File: src/inc/wdt16_pkg.sv
// wdt16_pkg: constants, register map, state types and carriers of the watchdog
// assumes: clk is the cpu clock, registers reached over a plain 16-bit port
// Overview of operation
// - every reset except a bootstrap hardware reset leaves the watchdog enabled
// - sixteen-bit counter, clock divided by 2 or 128
// - after reset count from zero, divide by 2
// - rate select bit chooses divide by 128
// - disable only before first end-init or service
// - counting continues while the cpu idles
// - overflow past maximum triggers internal chip reset
// - watchdog reset drives reset indication low
// - overflow flag set; hardware reset, service clear
// - finish ready-less or ready bus cycle, else abort
// - bootstrap hardware reset leaves watchdog disabled
// - service clears low byte, loads high byte
// - malformed service raises protection fault trap
// - count register is read only
// - control holds reload, rate select, overflow flag
// - control reads 0002h after watchdog reset, else 0000h
package wdt16_pkg;

  // ---------------------------------------------------------------
  // sizes and timing
  // ---------------------------------------------------------------
  localparam int unsigned ADDR_W     = 3;
  localparam int unsigned DATA_W     = 16;
  localparam int unsigned CNT_W      = 16;
  localparam int unsigned RLD_W      = 8;
  localparam int unsigned PSC_W      = 7;
  localparam int unsigned SEQ_W      = 10;
  localparam int unsigned INT_W      = 3;
  localparam logic [PSC_W-1:0] DIV_FAST = 7'h02;
  localparam logic [PSC_W-1:0] DIV_SLOW = 7'h00;   // 128 wraps the 7-bit phase
  localparam logic [SEQ_W-1:0] RST_SEQ_CYC = 10'h200; // internal reset sequence
  localparam logic [1:0]       STRAP_WAIT  = 2'h3;    // strap synchroniser fill
  localparam logic [CNT_W-1:0] CNT_MAX     = 16'hFFFF;
  localparam logic [CNT_W-1:0] CNT_RESET   = 16'h0000;

  // ---------------------------------------------------------------
  // register offsets
  // ---------------------------------------------------------------
  localparam logic [ADDR_W-1:0] OFF_COUNT    = 3'h0;
  localparam logic [ADDR_W-1:0] OFF_CONTROL  = 3'h1;
  localparam logic [ADDR_W-1:0] OFF_INT_STAT = 3'h2;
  localparam logic [ADDR_W-1:0] OFF_INT_MASK = 3'h3;
  localparam logic [ADDR_W-1:0] OFF_STATUS   = 3'h4;

  // ---------------------------------------------------------------
  // field positions
  // ---------------------------------------------------------------
  localparam int unsigned CTL_SEL_BIT   = 0;
  localparam int unsigned CTL_FLAG_BIT  = 1;
  localparam int unsigned CTL_RLD_LSB   = 8;
  localparam int unsigned INT_OVF_BIT   = 0;
  localparam int unsigned INT_FAULT_BIT = 1;
  localparam int unsigned INT_IGN_BIT   = 2;
  localparam int unsigned STS_EN_BIT    = 0;
  localparam int unsigned STS_CLOSE_BIT = 1;
  localparam int unsigned STS_RST_BIT   = 2;

  // ---------------------------------------------------------------
  // types
  // ---------------------------------------------------------------
  typedef enum logic [1:0] {
    WDT16_RUN   = 2'b00,
    WDT16_DRAIN = 2'b01,
    WDT16_RESET = 2'b10
  } wdt16_fsm_t;

  typedef struct packed {
    logic [ADDR_W-1:0] addr;
    logic [DATA_W-1:0] wdata;
    logic              wr;
    logic              rd;
  } wdt16_bus_t;

  typedef struct packed {
    logic service;
    logic serviceFormatOk;
    logic disableReq;
    logic endInit;
    logic softReset;
  } wdt16_cpu_t;

  typedef struct packed {
    logic active;
    logic usesReady;
    logic readyLow;
  } wdt16_xbus_t;

  typedef struct packed {
    logic [PSC_W-1:0] phase;
    logic             tick;
  } wdt16_psc_t;

  typedef struct packed {
    wdt16_fsm_t        fsm;
    logic [CNT_W-1:0]  count;
    logic [RLD_W-1:0]  reload;
    logic              rateSel;
    logic              ovfFlag;
    logic              enabled;
    logic              initClosed;
    logic [1:0]        strapWait;
    logic [1:0]        bootSync;
    logic [SEQ_W-1:0]  seqCnt;
    logic [INT_W-1:0]  intStat;
    logic [INT_W-1:0]  intMask;
    logic [DATA_W-1:0] readData;
    logic              irq;
    logic              chipReset;
    logic              busAbort;
    logic              rstIndN;
    logic              protFault;
  } wdt16_regs_t;

endpackage

File: src/rtl/wdt16_prescaler.sv
// wdt16_prescaler: input rate divider of the watchdog counter
// assumes: run and rateSel come from logic on the same clock
`timescale 1ns/1ps
module wdt16_prescaler (
  input  wire logic clk,
  input  wire logic rst,
  input  wire logic run,
  input  wire logic rateSel,
  output logic      tick
);
  import wdt16_pkg::*;

  wdt16_psc_t psc_ff;
  wdt16_psc_t nxt_psc;

  // -----------------------------------------------------------------
  // divider
  // -----------------------------------------------------------------
  // one-cycle tick every 2 or every 128 cycles
  always_comb begin
    nxt_psc = psc_ff;
    nxt_psc.tick = 1'b0;
    if (!run) begin
      nxt_psc.phase = '0;
    end else begin
      nxt_psc.phase = psc_ff.phase + 7'h01;
      if (rateSel) begin
        nxt_psc.tick = (psc_ff.phase + 7'h01) == DIV_SLOW;
      end else begin
        nxt_psc.tick = psc_ff.phase[0];
        if (psc_ff.phase[0]) begin
          nxt_psc.phase = '0;
        end
      end
    end
  end

  // state register
  always_ff @(posedge clk or posedge rst) begin
    if (rst) begin
      psc_ff <= '0;
    end else begin
      psc_ff <= nxt_psc;
    end
  end

  assign tick = psc_ff.tick;
endmodule

File: src/rtl/wdt16_top.sv
// wdt16_top: 16-bit watchdog with reload, rate select and reset control
// assumes: cpu strobes and bus status on clk; bootstrap strap from a pin
`timescale 1ns/1ps
module wdt16_top (
  input  wire logic               clk,
  input  wire logic               rst,
  input  wire wdt16_pkg::wdt16_bus_t  bus,
  input  wire wdt16_pkg::wdt16_cpu_t  cpuEv,
  input  wire wdt16_pkg::wdt16_xbus_t xbus,
  input  wire logic               bootstrapPin,
  output logic [wdt16_pkg::DATA_W-1:0] regRdData,
  output logic                    irq,
  output logic                    chipResetReq,
  output logic                    xbusAbort,
  output logic                    resetIndicationOut_n,
  output logic                    protectionFaultTrap
);
  import wdt16_pkg::*;

  wdt16_regs_t      regs_ff;
  wdt16_regs_t      nxt_regs;
  logic             pscTick;
  logic             pscRun;
  logic             strapDone;
  logic [INT_W-1:0] intEv;
  logic [INT_W-1:0] intClr;

  // -----------------------------------------------------------------
  // input rate divider
  // -----------------------------------------------------------------
  // divider runs only while counting is allowed
  assign strapDone = regs_ff.strapWait == STRAP_WAIT;
  assign pscRun    = regs_ff.enabled && strapDone && (regs_ff.fsm == WDT16_RUN);

  wdt16_prescaler u_psc (
    .clk     (clk),
    .rst     (rst),
    .run     (pscRun),
    .rateSel (regs_ff.rateSel),
    .tick    (pscTick)
  );

  // -----------------------------------------------------------------
  // next state
  // -----------------------------------------------------------------
  always_comb begin
    nxt_regs = regs_ff;
    intEv    = '0;
    intClr   = '0;
    nxt_regs.bootSync  = {regs_ff.bootSync[0], bootstrapPin};
    nxt_regs.readData  = '0;
    nxt_regs.busAbort  = 1'b0;
    nxt_regs.protFault = 1'b0;

    // strap capture shortly after reset release
    if (!strapDone) begin
      nxt_regs.strapWait = regs_ff.strapWait + 2'h1;
      if ((regs_ff.strapWait + 2'h1) == STRAP_WAIT && regs_ff.bootSync[1]) begin
        nxt_regs.enabled = 1'b0;
      end
    end

    case (regs_ff.fsm)
      WDT16_RUN: begin
        // end of initialisation closes the disable window
        if (cpuEv.endInit) begin
          nxt_regs.initClosed = 1'b1;
          nxt_regs.rstIndN    = 1'b1;
        end

        // disable only while the window is open
        if (cpuEv.disableReq) begin
          if (!regs_ff.initClosed) begin
            nxt_regs.enabled = 1'b0;
            nxt_regs.count   = CNT_RESET;
          end else begin
            intEv[INT_IGN_BIT] = 1'b1;
          end
        end

        // service versus count, service first
        if (cpuEv.service) begin
          if (cpuEv.serviceFormatOk) begin
            nxt_regs.count      = {regs_ff.reload, 8'h00};
            nxt_regs.ovfFlag    = 1'b0;
            nxt_regs.initClosed = 1'b1;
          end else begin
            nxt_regs.protFault       = 1'b1;
            intEv[INT_FAULT_BIT]     = 1'b1;
          end
        end else if (pscTick && nxt_regs.enabled) begin
          // a disable in this cycle also stops this tick
          if (regs_ff.count == CNT_MAX) begin
            nxt_regs.ovfFlag     = 1'b1;
            intEv[INT_OVF_BIT]   = 1'b1;
            // running bus cycle decides drain or abort
            if (xbus.active && (!xbus.usesReady || xbus.readyLow)) begin
              nxt_regs.fsm = WDT16_DRAIN;
            end else begin
              nxt_regs.busAbort  = xbus.active;
              nxt_regs.fsm       = WDT16_RESET;
              nxt_regs.chipReset = 1'b1;
              nxt_regs.rstIndN   = 1'b0;
              nxt_regs.seqCnt    = '0;
            end
          end else begin
            nxt_regs.count = regs_ff.count + 16'h0001;
          end
        end

        // software reset restarts the watchdog with a clear flag
        if (cpuEv.softReset) begin
          nxt_regs.count      = CNT_RESET;
          nxt_regs.rateSel    = 1'b0;
          nxt_regs.reload     = '0;
          nxt_regs.ovfFlag    = 1'b0;
          nxt_regs.enabled    = 1'b1;
          nxt_regs.initClosed = 1'b0;
          nxt_regs.rstIndN    = 1'b0;
          nxt_regs.fsm        = WDT16_RUN;
          nxt_regs.chipReset  = 1'b0; // no stuck request on a same-cycle overflow
          nxt_regs.busAbort   = 1'b0;
        end
      end

      WDT16_DRAIN: begin
        // wait for the bus cycle to finish
        if (!xbus.active) begin
          nxt_regs.fsm       = WDT16_RESET;
          nxt_regs.chipReset = 1'b1;
          nxt_regs.rstIndN   = 1'b0;
          nxt_regs.seqCnt    = '0;
        end
      end

      WDT16_RESET: begin
        // internal reset sequence, then restart counting
        nxt_regs.seqCnt = regs_ff.seqCnt + 10'h001;
        if (regs_ff.seqCnt == RST_SEQ_CYC - 10'h001) begin
          nxt_regs.fsm        = WDT16_RUN;
          nxt_regs.chipReset  = 1'b0;
          nxt_regs.count      = CNT_RESET;
          nxt_regs.rateSel    = 1'b0;
          nxt_regs.reload     = '0;
          nxt_regs.enabled    = 1'b1;
          nxt_regs.initClosed = 1'b0;
        end
      end

      default: begin
        nxt_regs.fsm = WDT16_RUN;
      end
    endcase

    // register writes, ignored during the reset sequence
    if (bus.wr && regs_ff.fsm != WDT16_RESET) begin
      case (bus.addr)
        OFF_CONTROL: begin
          nxt_regs.reload  = bus.wdata[CTL_RLD_LSB +: RLD_W];
          nxt_regs.rateSel = bus.wdata[CTL_SEL_BIT];
        end
        OFF_INT_STAT: begin
          intClr = bus.wdata[INT_W-1:0];
        end
        OFF_INT_MASK: begin
          nxt_regs.intMask = bus.wdata[INT_W-1:0];
        end
        default: begin
          nxt_regs.intMask = nxt_regs.intMask; // count is read only
        end
      endcase
    end

    // sticky events, a set wins over a clear
    nxt_regs.intStat = (regs_ff.intStat & ~intClr) | intEv;
    nxt_regs.irq     = |(nxt_regs.intStat & nxt_regs.intMask);

    // read data one cycle after the strobe
    if (bus.rd) begin
      case (bus.addr)
        OFF_COUNT: begin
          nxt_regs.readData = regs_ff.count;
        end
        OFF_CONTROL: begin
          nxt_regs.readData = '0;
          nxt_regs.readData[CTL_RLD_LSB +: RLD_W] = regs_ff.reload;
          nxt_regs.readData[CTL_FLAG_BIT] = regs_ff.ovfFlag;
          nxt_regs.readData[CTL_SEL_BIT]  = regs_ff.rateSel;
        end
        OFF_INT_STAT: begin
          nxt_regs.readData = {{(DATA_W-INT_W){1'b0}}, regs_ff.intStat};
        end
        OFF_INT_MASK: begin
          nxt_regs.readData = {{(DATA_W-INT_W){1'b0}}, regs_ff.intMask};
        end
        OFF_STATUS: begin
          nxt_regs.readData = '0;
          nxt_regs.readData[STS_EN_BIT]    = regs_ff.enabled;
          nxt_regs.readData[STS_CLOSE_BIT] = regs_ff.initClosed;
          nxt_regs.readData[STS_RST_BIT]   = regs_ff.fsm != WDT16_RUN;
        end
        default: begin
          nxt_regs.readData = '0;
        end
      endcase
    end
  end

  // -----------------------------------------------------------------
  // state register
  // -----------------------------------------------------------------
  // hardware reset: enabled, counting from zero, flag clear
  always_ff @(posedge clk or posedge rst) begin
    if (rst) begin
      regs_ff            <= '0;
      regs_ff.fsm        <= WDT16_RUN;
      regs_ff.enabled    <= 1'b1;
      regs_ff.count      <= CNT_RESET;
      regs_ff.ovfFlag    <= 1'b0;
    end else begin
      regs_ff <= nxt_regs;
    end
  end

  // -----------------------------------------------------------------
  // outputs
  // -----------------------------------------------------------------
  assign regRdData            = regs_ff.readData;
  assign irq                  = regs_ff.irq;
  assign chipResetReq         = regs_ff.chipReset;
  assign xbusAbort            = regs_ff.busAbort;
  assign resetIndicationOut_n = regs_ff.rstIndN;
  assign protectionFaultTrap  = regs_ff.protFault;
endmodule

File: config.mk
export PLATFORM = sky130hd
export DESIGN_NAME = wdt16_top
export DESIGN_NICKNAME = d
export VERILOG_FILES = /design/src/inc/wdt16_pkg.sv /design/src/rtl/wdt16_prescaler.sv /design/src/rtl/wdt16_top.sv
export SDC_FILE = /design/constraint.sdc
export NUM_CORES = 1
export LEC_CHECK = 0
export BUFFER_PORTS_ARGS = -buffer_cell sky130_fd_sc_hd__buf_4
export CORE_UTILIZATION = 45
export CTS_CLUSTER_SIZE = 30
export DETAILED_ROUTE_END_ITERATION = 12
export GPL_TIMING_DRIVEN = 0
export MAX_ROUTING_LAYER = met4
export PLACE_DENSITY = 0.64
export SLEW_MARGIN = 20
export SYNTH_ARGS = -nofsm -noshare
export SYNTH_HDL_FRONTEND = slang
export SYNTH_SLANG_ARGS = --single-unit
File: constraint.sdc
create_clock -name clk -period 4.3 [get_ports clk]
set_input_delay 0.86 -clock clk [delete_from_list [all_inputs] [get_ports clk]]
set_output_delay 0.86 -clock clk [all_outputs]
set_load 0.05 [all_outputs]
# ---- Word-level counts from Yosys, hierarchy flattened
# Cells that the tools add are included.
dict set report totals {
  out_inout_bits 21
  word_cells 142
  input_bits 32
  reg_bits 79
}
dict set report op_classes {
  eq_ne 22
  n_addsub 4
  n_mux 68
  reduce_logical 24
  bitwise 4
}
# cell n
set ops {}
lappend ops {{two-way mux 16 bit} 6}
lappend ops {{one-hot mux 16 bit (5 select lines)} 1}
lappend ops {{two-way mux 10 bit} 5}
lappend ops {{one-hot mux 25 bit (2 select lines)} 1}
lappend ops {{two-way mux 3 bit} 10}
lappend ops {{two-way mux 30 bit} 1}
lappend ops {{one-hot mux 10 bit (3 select lines)} 1}
lappend ops {{two-way mux 1 bit} 27}
lappend ops {{two-way mux 27 bit} 1}
lappend ops {{two-way mux 7 bit} 3}
lappend ops {{two-way mux 18 bit} 1}
lappend ops {{two-way mux 9 bit} 2}
lappend ops {{adder 16 x 1 -> 16 bit (second input constant)} 1}
lappend ops {{== test 16 bit (second input constant)} 1}
lappend ops {{adder 10 x 1 -> 10 bit (second input constant)} 1}
lappend ops {{== test 10 x 9 -> 1 bit (second input constant)} 1}
lappend ops {{two-way mux 2 bit} 5}
lappend ops {{!= test 2 bit (second input constant)} 5}
lappend ops {{!= test 3 bit (second input constant)} 3}
lappend ops {{nonzero test 3 bit} 3}
lappend ops {{adder 7 x 1 -> 7 bit (second input constant)} 1}
lappend ops {{logical NOT 7 bit} 1}
lappend ops {{AND reduction 7 bit} 1}
lappend ops {{AND 3 bit} 2}
lappend ops {{25 further kinds} 38}

# ---- Longest topological paths before layout
dict set report depth {
  depth_word 15
  mapped_depth 9
  depth_no_buf 7
}

# ---- Cells and area by module
# Synthesis repeated with hierarchy kept, for this count alone.
dict set report unflattened {
  cells_unflattened 478
  hier_area_um2 4459.3
}
# module instances seq_area_each_um2 cells_each area_per_inst_um2
set by_module_without_submodules {}
lappend by_module_without_submodules {wdt16_top 1 1778.0 423 3968.8}
lappend by_module_without_submodules {wdt16_prescaler 1 200.2 55 490.5}

# ---- Least setup slack after synthesis
# No wires, ideal clock.
dict set report synth_timing {
  path_type {input-to-reg}
  start {input port cpuEv[2] (netlist bit)}
  end {register regs_ff[67] (netlist bit)}
  setup_ns 0.118
  t_arrival_ns 2.258
  t_required_ns 4.182
  stages 7
  setup_slack_ns 1.924
  path_buffers 2
  cell_sequence {nor2b_1 > clkbuf_1 > nor3_1 > clkbuf_1 > nand4b_1 > a31o_2 > a21o_1}
}
dict set report synth_between {
  elab_chain_cells 7
  elab_cells_between_ends 10
  cone_classes {9 x mux; 1 x reduce/logical}
}
# element line
set synth_lines {}
lappend synth_lines {{from (decl)} wdt16_top.sv:8} ;# input wire wdt16_pkg::wdt16_cpu_t cpuEv,
lappend synth_lines {{two-way mux 1 bit} wdt16_top.sv:72} ;# if (cpuEv.disableReq) begin
lappend synth_lines {{two-way mux 1 bit} wdt16_top.sv:63} ;# case (regs_ff.fsm)
lappend synth_lines {{logical AND 1 bit} wdt16_top.sv:91} ;# end else if (pscTick && nxt_regs.enabled) begin
lappend synth_lines {{two-way mux 18 bit} wdt16_top.sv:91}
lappend synth_lines {{two-way mux 16 bit (*)} wdt16_top.sv:82} ;# if (cpuEv.service) begin
lappend synth_lines {{two-way mux 30 bit (*)} wdt16_top.sv:112} ;# if (cpuEv.softReset) begin
lappend synth_lines {{one-hot mux 25 bit (2 select lines) (*)} wdt16_top.sv:63}
lappend synth_lines {{to (signal assigned)} wdt16_top.sv:221} ;# regs_ff <= nxt_regs;
lappend synth_lines {{to (decl)} wdt16_top.sv:20} ;# wdt16_regs_t regs_ff;
# Every way passes the cells marked *; elsewhere a longest branch is shown, timed or not. The select of a mux whose other input is x is not followed.
# A chain may end at the register's enable or synchronous reset.

==> results.yml <==
yosys:
  synthesis.nets: 525
  synthAdderAreaFrac_pct: 3.01
  yosys.area_share.simple_pct: 23.0
  syn_area_mm2: 0.00457
  synth_compound_area_share_pct: 17.7
  yosys.area_share.xor_xnor_pct: 1.73
  synth_top_family_by_area: "simple AND/OR/NAND/NOR gates"
  synthFlopType: "dfrtp_1"
  synthMuxAreaShare_pct: 4.88
  synth-edff-count: 0
  syn-mean-instance-area_um2: 9.48
  synth-seq-cells: 79
  syn_inst: 482
  yosys_warnings: 0
  ys_top_cells_by_area: "dfrtp_1, nand2_1, nor2_1"
  ys_types: 63
  synth.yosys.seq_area_share_pct: 43.3
  async_flop_share_pct: 100
  synth_top_cell_by_area: "dfrtp_1"
  synth_top_area_share_pct: 42.7
global_route:
  overflow: 0
  antenna_found_initial: 0
  grt_pass1_vias: 3734
  grt_max_degree: 58
  grt_pass1_wl_um: 17900
  grt_use_total_pct: 22.9
power:
  peakVddDrop_mv: 0.120
  power_density_mw_per_mm2: 263
  leakagePower_nw: 2.35
route:
  drt-initial-drc-count: 179
  wl_per_cell_um: 15.9
  wl_met2_um: 5120
  wl_met3_um: 462
  drt_wl_total_um: 10700
  dr.pass1.iters: 5
  vias: 3840
  viasPerCell: 5.68
  post-route-drc-count: 0
  drtAntennaViolNets: 0
  wl_met1_um: 4930
  top_layer: "met4"
cells_and_area:
  drive_gt1_share_pct: 18.8
  fillers: 951
  area_delta_synth_final_pct: 15.9
  final_cell_area_mm2: 0.00529
  nets: 581
  stdcell_count: 676
  num_antenna_cells: 0
clocking:
  cts_setup_buffers: 0
  cts_buffer_depth: 2
  insertion_delay_ns: 0.37
  numCtsBuffers: 9
  cts_resized: 0
  tritoncts: "done"
  cts_root_buf: "clkbuf_8"
  cts_hold_buf: 0
  cts.sinks: 79
  clkTransAtPathRegs_ns: 0.08
  h-tree-depth: 3
worst_setup_path:
  critPathMaxFanout: 10
  startpoint_type: "flip-flop"
  arrival_ns: 3.16
  path_common_cell: "nor2_1"
  path_cells: "inv_1 > ha_1 > clkbuf_1 > nor2b_1 > a41oi_2 > nor2_1 > nor2_1 > a22o_1"
  r2r-end: "regs_ff[52]"
  r2r_cells: 8
  critPathMaxStageDelay_ns: 0.68
  crit_required_ns: 4.60
  end_kind: "flip-flop"
  r2r-start: "regs_ff[70]"
  rrSetupSlack_ns: 1.44
  cp_slowest_cell: "nor2_1"
  critPathKind: "flip-flop to flip-flop"
placed_design:
  dp_hpwl_um: 7570
  place_area_mm2: 0.00509
  gp_congestion: 0.876
  post-place-cells: 660
  io_buffer_count: 44
  dp_slack_ns: 1.11
sta:
  maxSlewViolCount: 0
  setup_slack_ns: 1.44
  layout_min_cycle_time_ns: 2.86
  setup_viol: 0
  rsz0062_at_grt: "false"
  finalHoldViolations: 0
  slew_headroom_pct: 42.7
  timing.fmax_mhz: 350
  fin_crit_sh_pct: 66.5
  setup_tns_ns: 0
  fin_worst_skew_ns: 0.00972
  worstMarginPinSlew_ns: 0.856
floorplan:
  core_mm2: 0.00982
  ios: 53
  die_x_um: 103
  core.rowCount: 36
  die_h_um: 103
  dieArea_mm2: 0.0106
  start_util_pct: 46.5
hold_path:
  hp-start: "nxt_regs[38]"
  whs_path_depth: 0
  worstHoldPathType: "flip-flop to flip-flop"
  worst_hold_path.endpoint: "regs_ff[38]"
outcome:
  status: "finished clean"
run:
  drv_cap: 0
## cells by family (layout without fill, tap and decap cells)
kind of cell	count (synthesis)	count (layout)
compound gates	113	113
simple gates	194	194
flops	79	79
xor+xnor	9	9
fa+ha+maj	11	11
buf+inv	57	118
mux	19	19
## per-stage QoR
step / hold WS, ns / utilization (%) / total power [mW]
3_5_place_dp: 0.338 / 51.9 / 0.850
5_1_grt: 0.366 / 53.9 / 1.45
4_1_cts: 0.358 / 53.9 / 1.41
2_1_floorplan: 0.331 / - / 0.809
6_report: 0.355 / 53.9 / 1.39
3_3_place_gp: 0.336 / 51.6 / 0.846
## registers in the layout, summed over array words and instances (netlist names)
signal	flops
chipResetReq	1
nxt_regs	1
resetIndicationOut_n	1
irq	1
u_psc.psc_ff	7
regs_ff	49
u_psc.tick	1
xbusAbort	1
regRdData	16
protectionFaultTrap	1
## synthesized netlist by cell type (10+ instances only)
master and n:
nor2_1 40, and2_1 13, a22o_1 11, nand2b_1 10, nand2_1 40, nand3_1 22, inv_1 14, mux2i_1 11
clkbuf_1 18, dfrtp_1 78, o21ai_0 21, a21oi_1 16, buf_4 18, ha_1 11
## cells in the final DEF, fill, tap and decap left out, types with 9 or more instances in the layout
cell type	instances
clkbuf_8	10
nand3_1	22
nor3_1	9
mux2i_1	11
nand4_1	9
clkbuf_1	18
ha_1	11
o21ai_0	21
nand2_1	40
nor2_1	40
inv_1	13
buf_4	62
nand2b_1	10
a31oi_1	9
a21oi_1	16
dfrtp_1	78
and3_1	9
and2_1	13
a22o_1	11
## layout make-up
class / instances / area, µm² / share of cell area [%]
Tap cell: 133 / 166 / 3.14
Clock buffer: 10 / 138 / 2.60
Buffer: 42 / 239 / 4.52
Sequential cell: 79 / 1980 / 37.4
Timing Repair Buffer: 45 / 358 / 6.76
Inverter: 15 / 58.8 / 1.11
Clock inverter: 6 / 60.1 / 1.13
Multi-Input combinational cell: 346 / 2290 / 43.4
## critical path, delay by kind of cell, from the launching register on
family	cells	cell delay (ns)
buffers and inverters	2	0.34
DFF	1	0.44
and+or+nand+nor	3	1.03
adders and majority gates	1	0.19
AOI/OAI and AO/OA	2	0.78
## power by group
part | switching (mW) | internal (mW)
combinational | 0.0522 | 0.0330
clock | 0.279 | 0.281
sequential | 0.00247 | 0.746
total | 0.334 | 1.06
## routing by layer
layer / vias to the layer above / track usage [%]
met5: - / -
met4: 0 / 11.1
met3: 12 / 3.05
met2: 105 / 35.8
met1: 1852 / 29.3
li1: 1871 / -
## worst max path at each step
stage	start	endpoint	slack [ns]	depth (start not counted)
3_5_place_dp	bus[20]	regs_ff[47]	1.11	6
3_3_place_gp	rst	regs_ff[56]	0.39	2
6_report	regs_ff[70]	regs_ff[52]	1.44	8
4_1_cts	regs_ff[69]	regs_ff[52]	1.30	7
5_1_grt	regs_ff[69]	regs_ff[46]	1.22	7
2_1_floorplan	rst	chipResetReq	1.42	1
No activity file was read; power rests on OpenSTA's default activity.
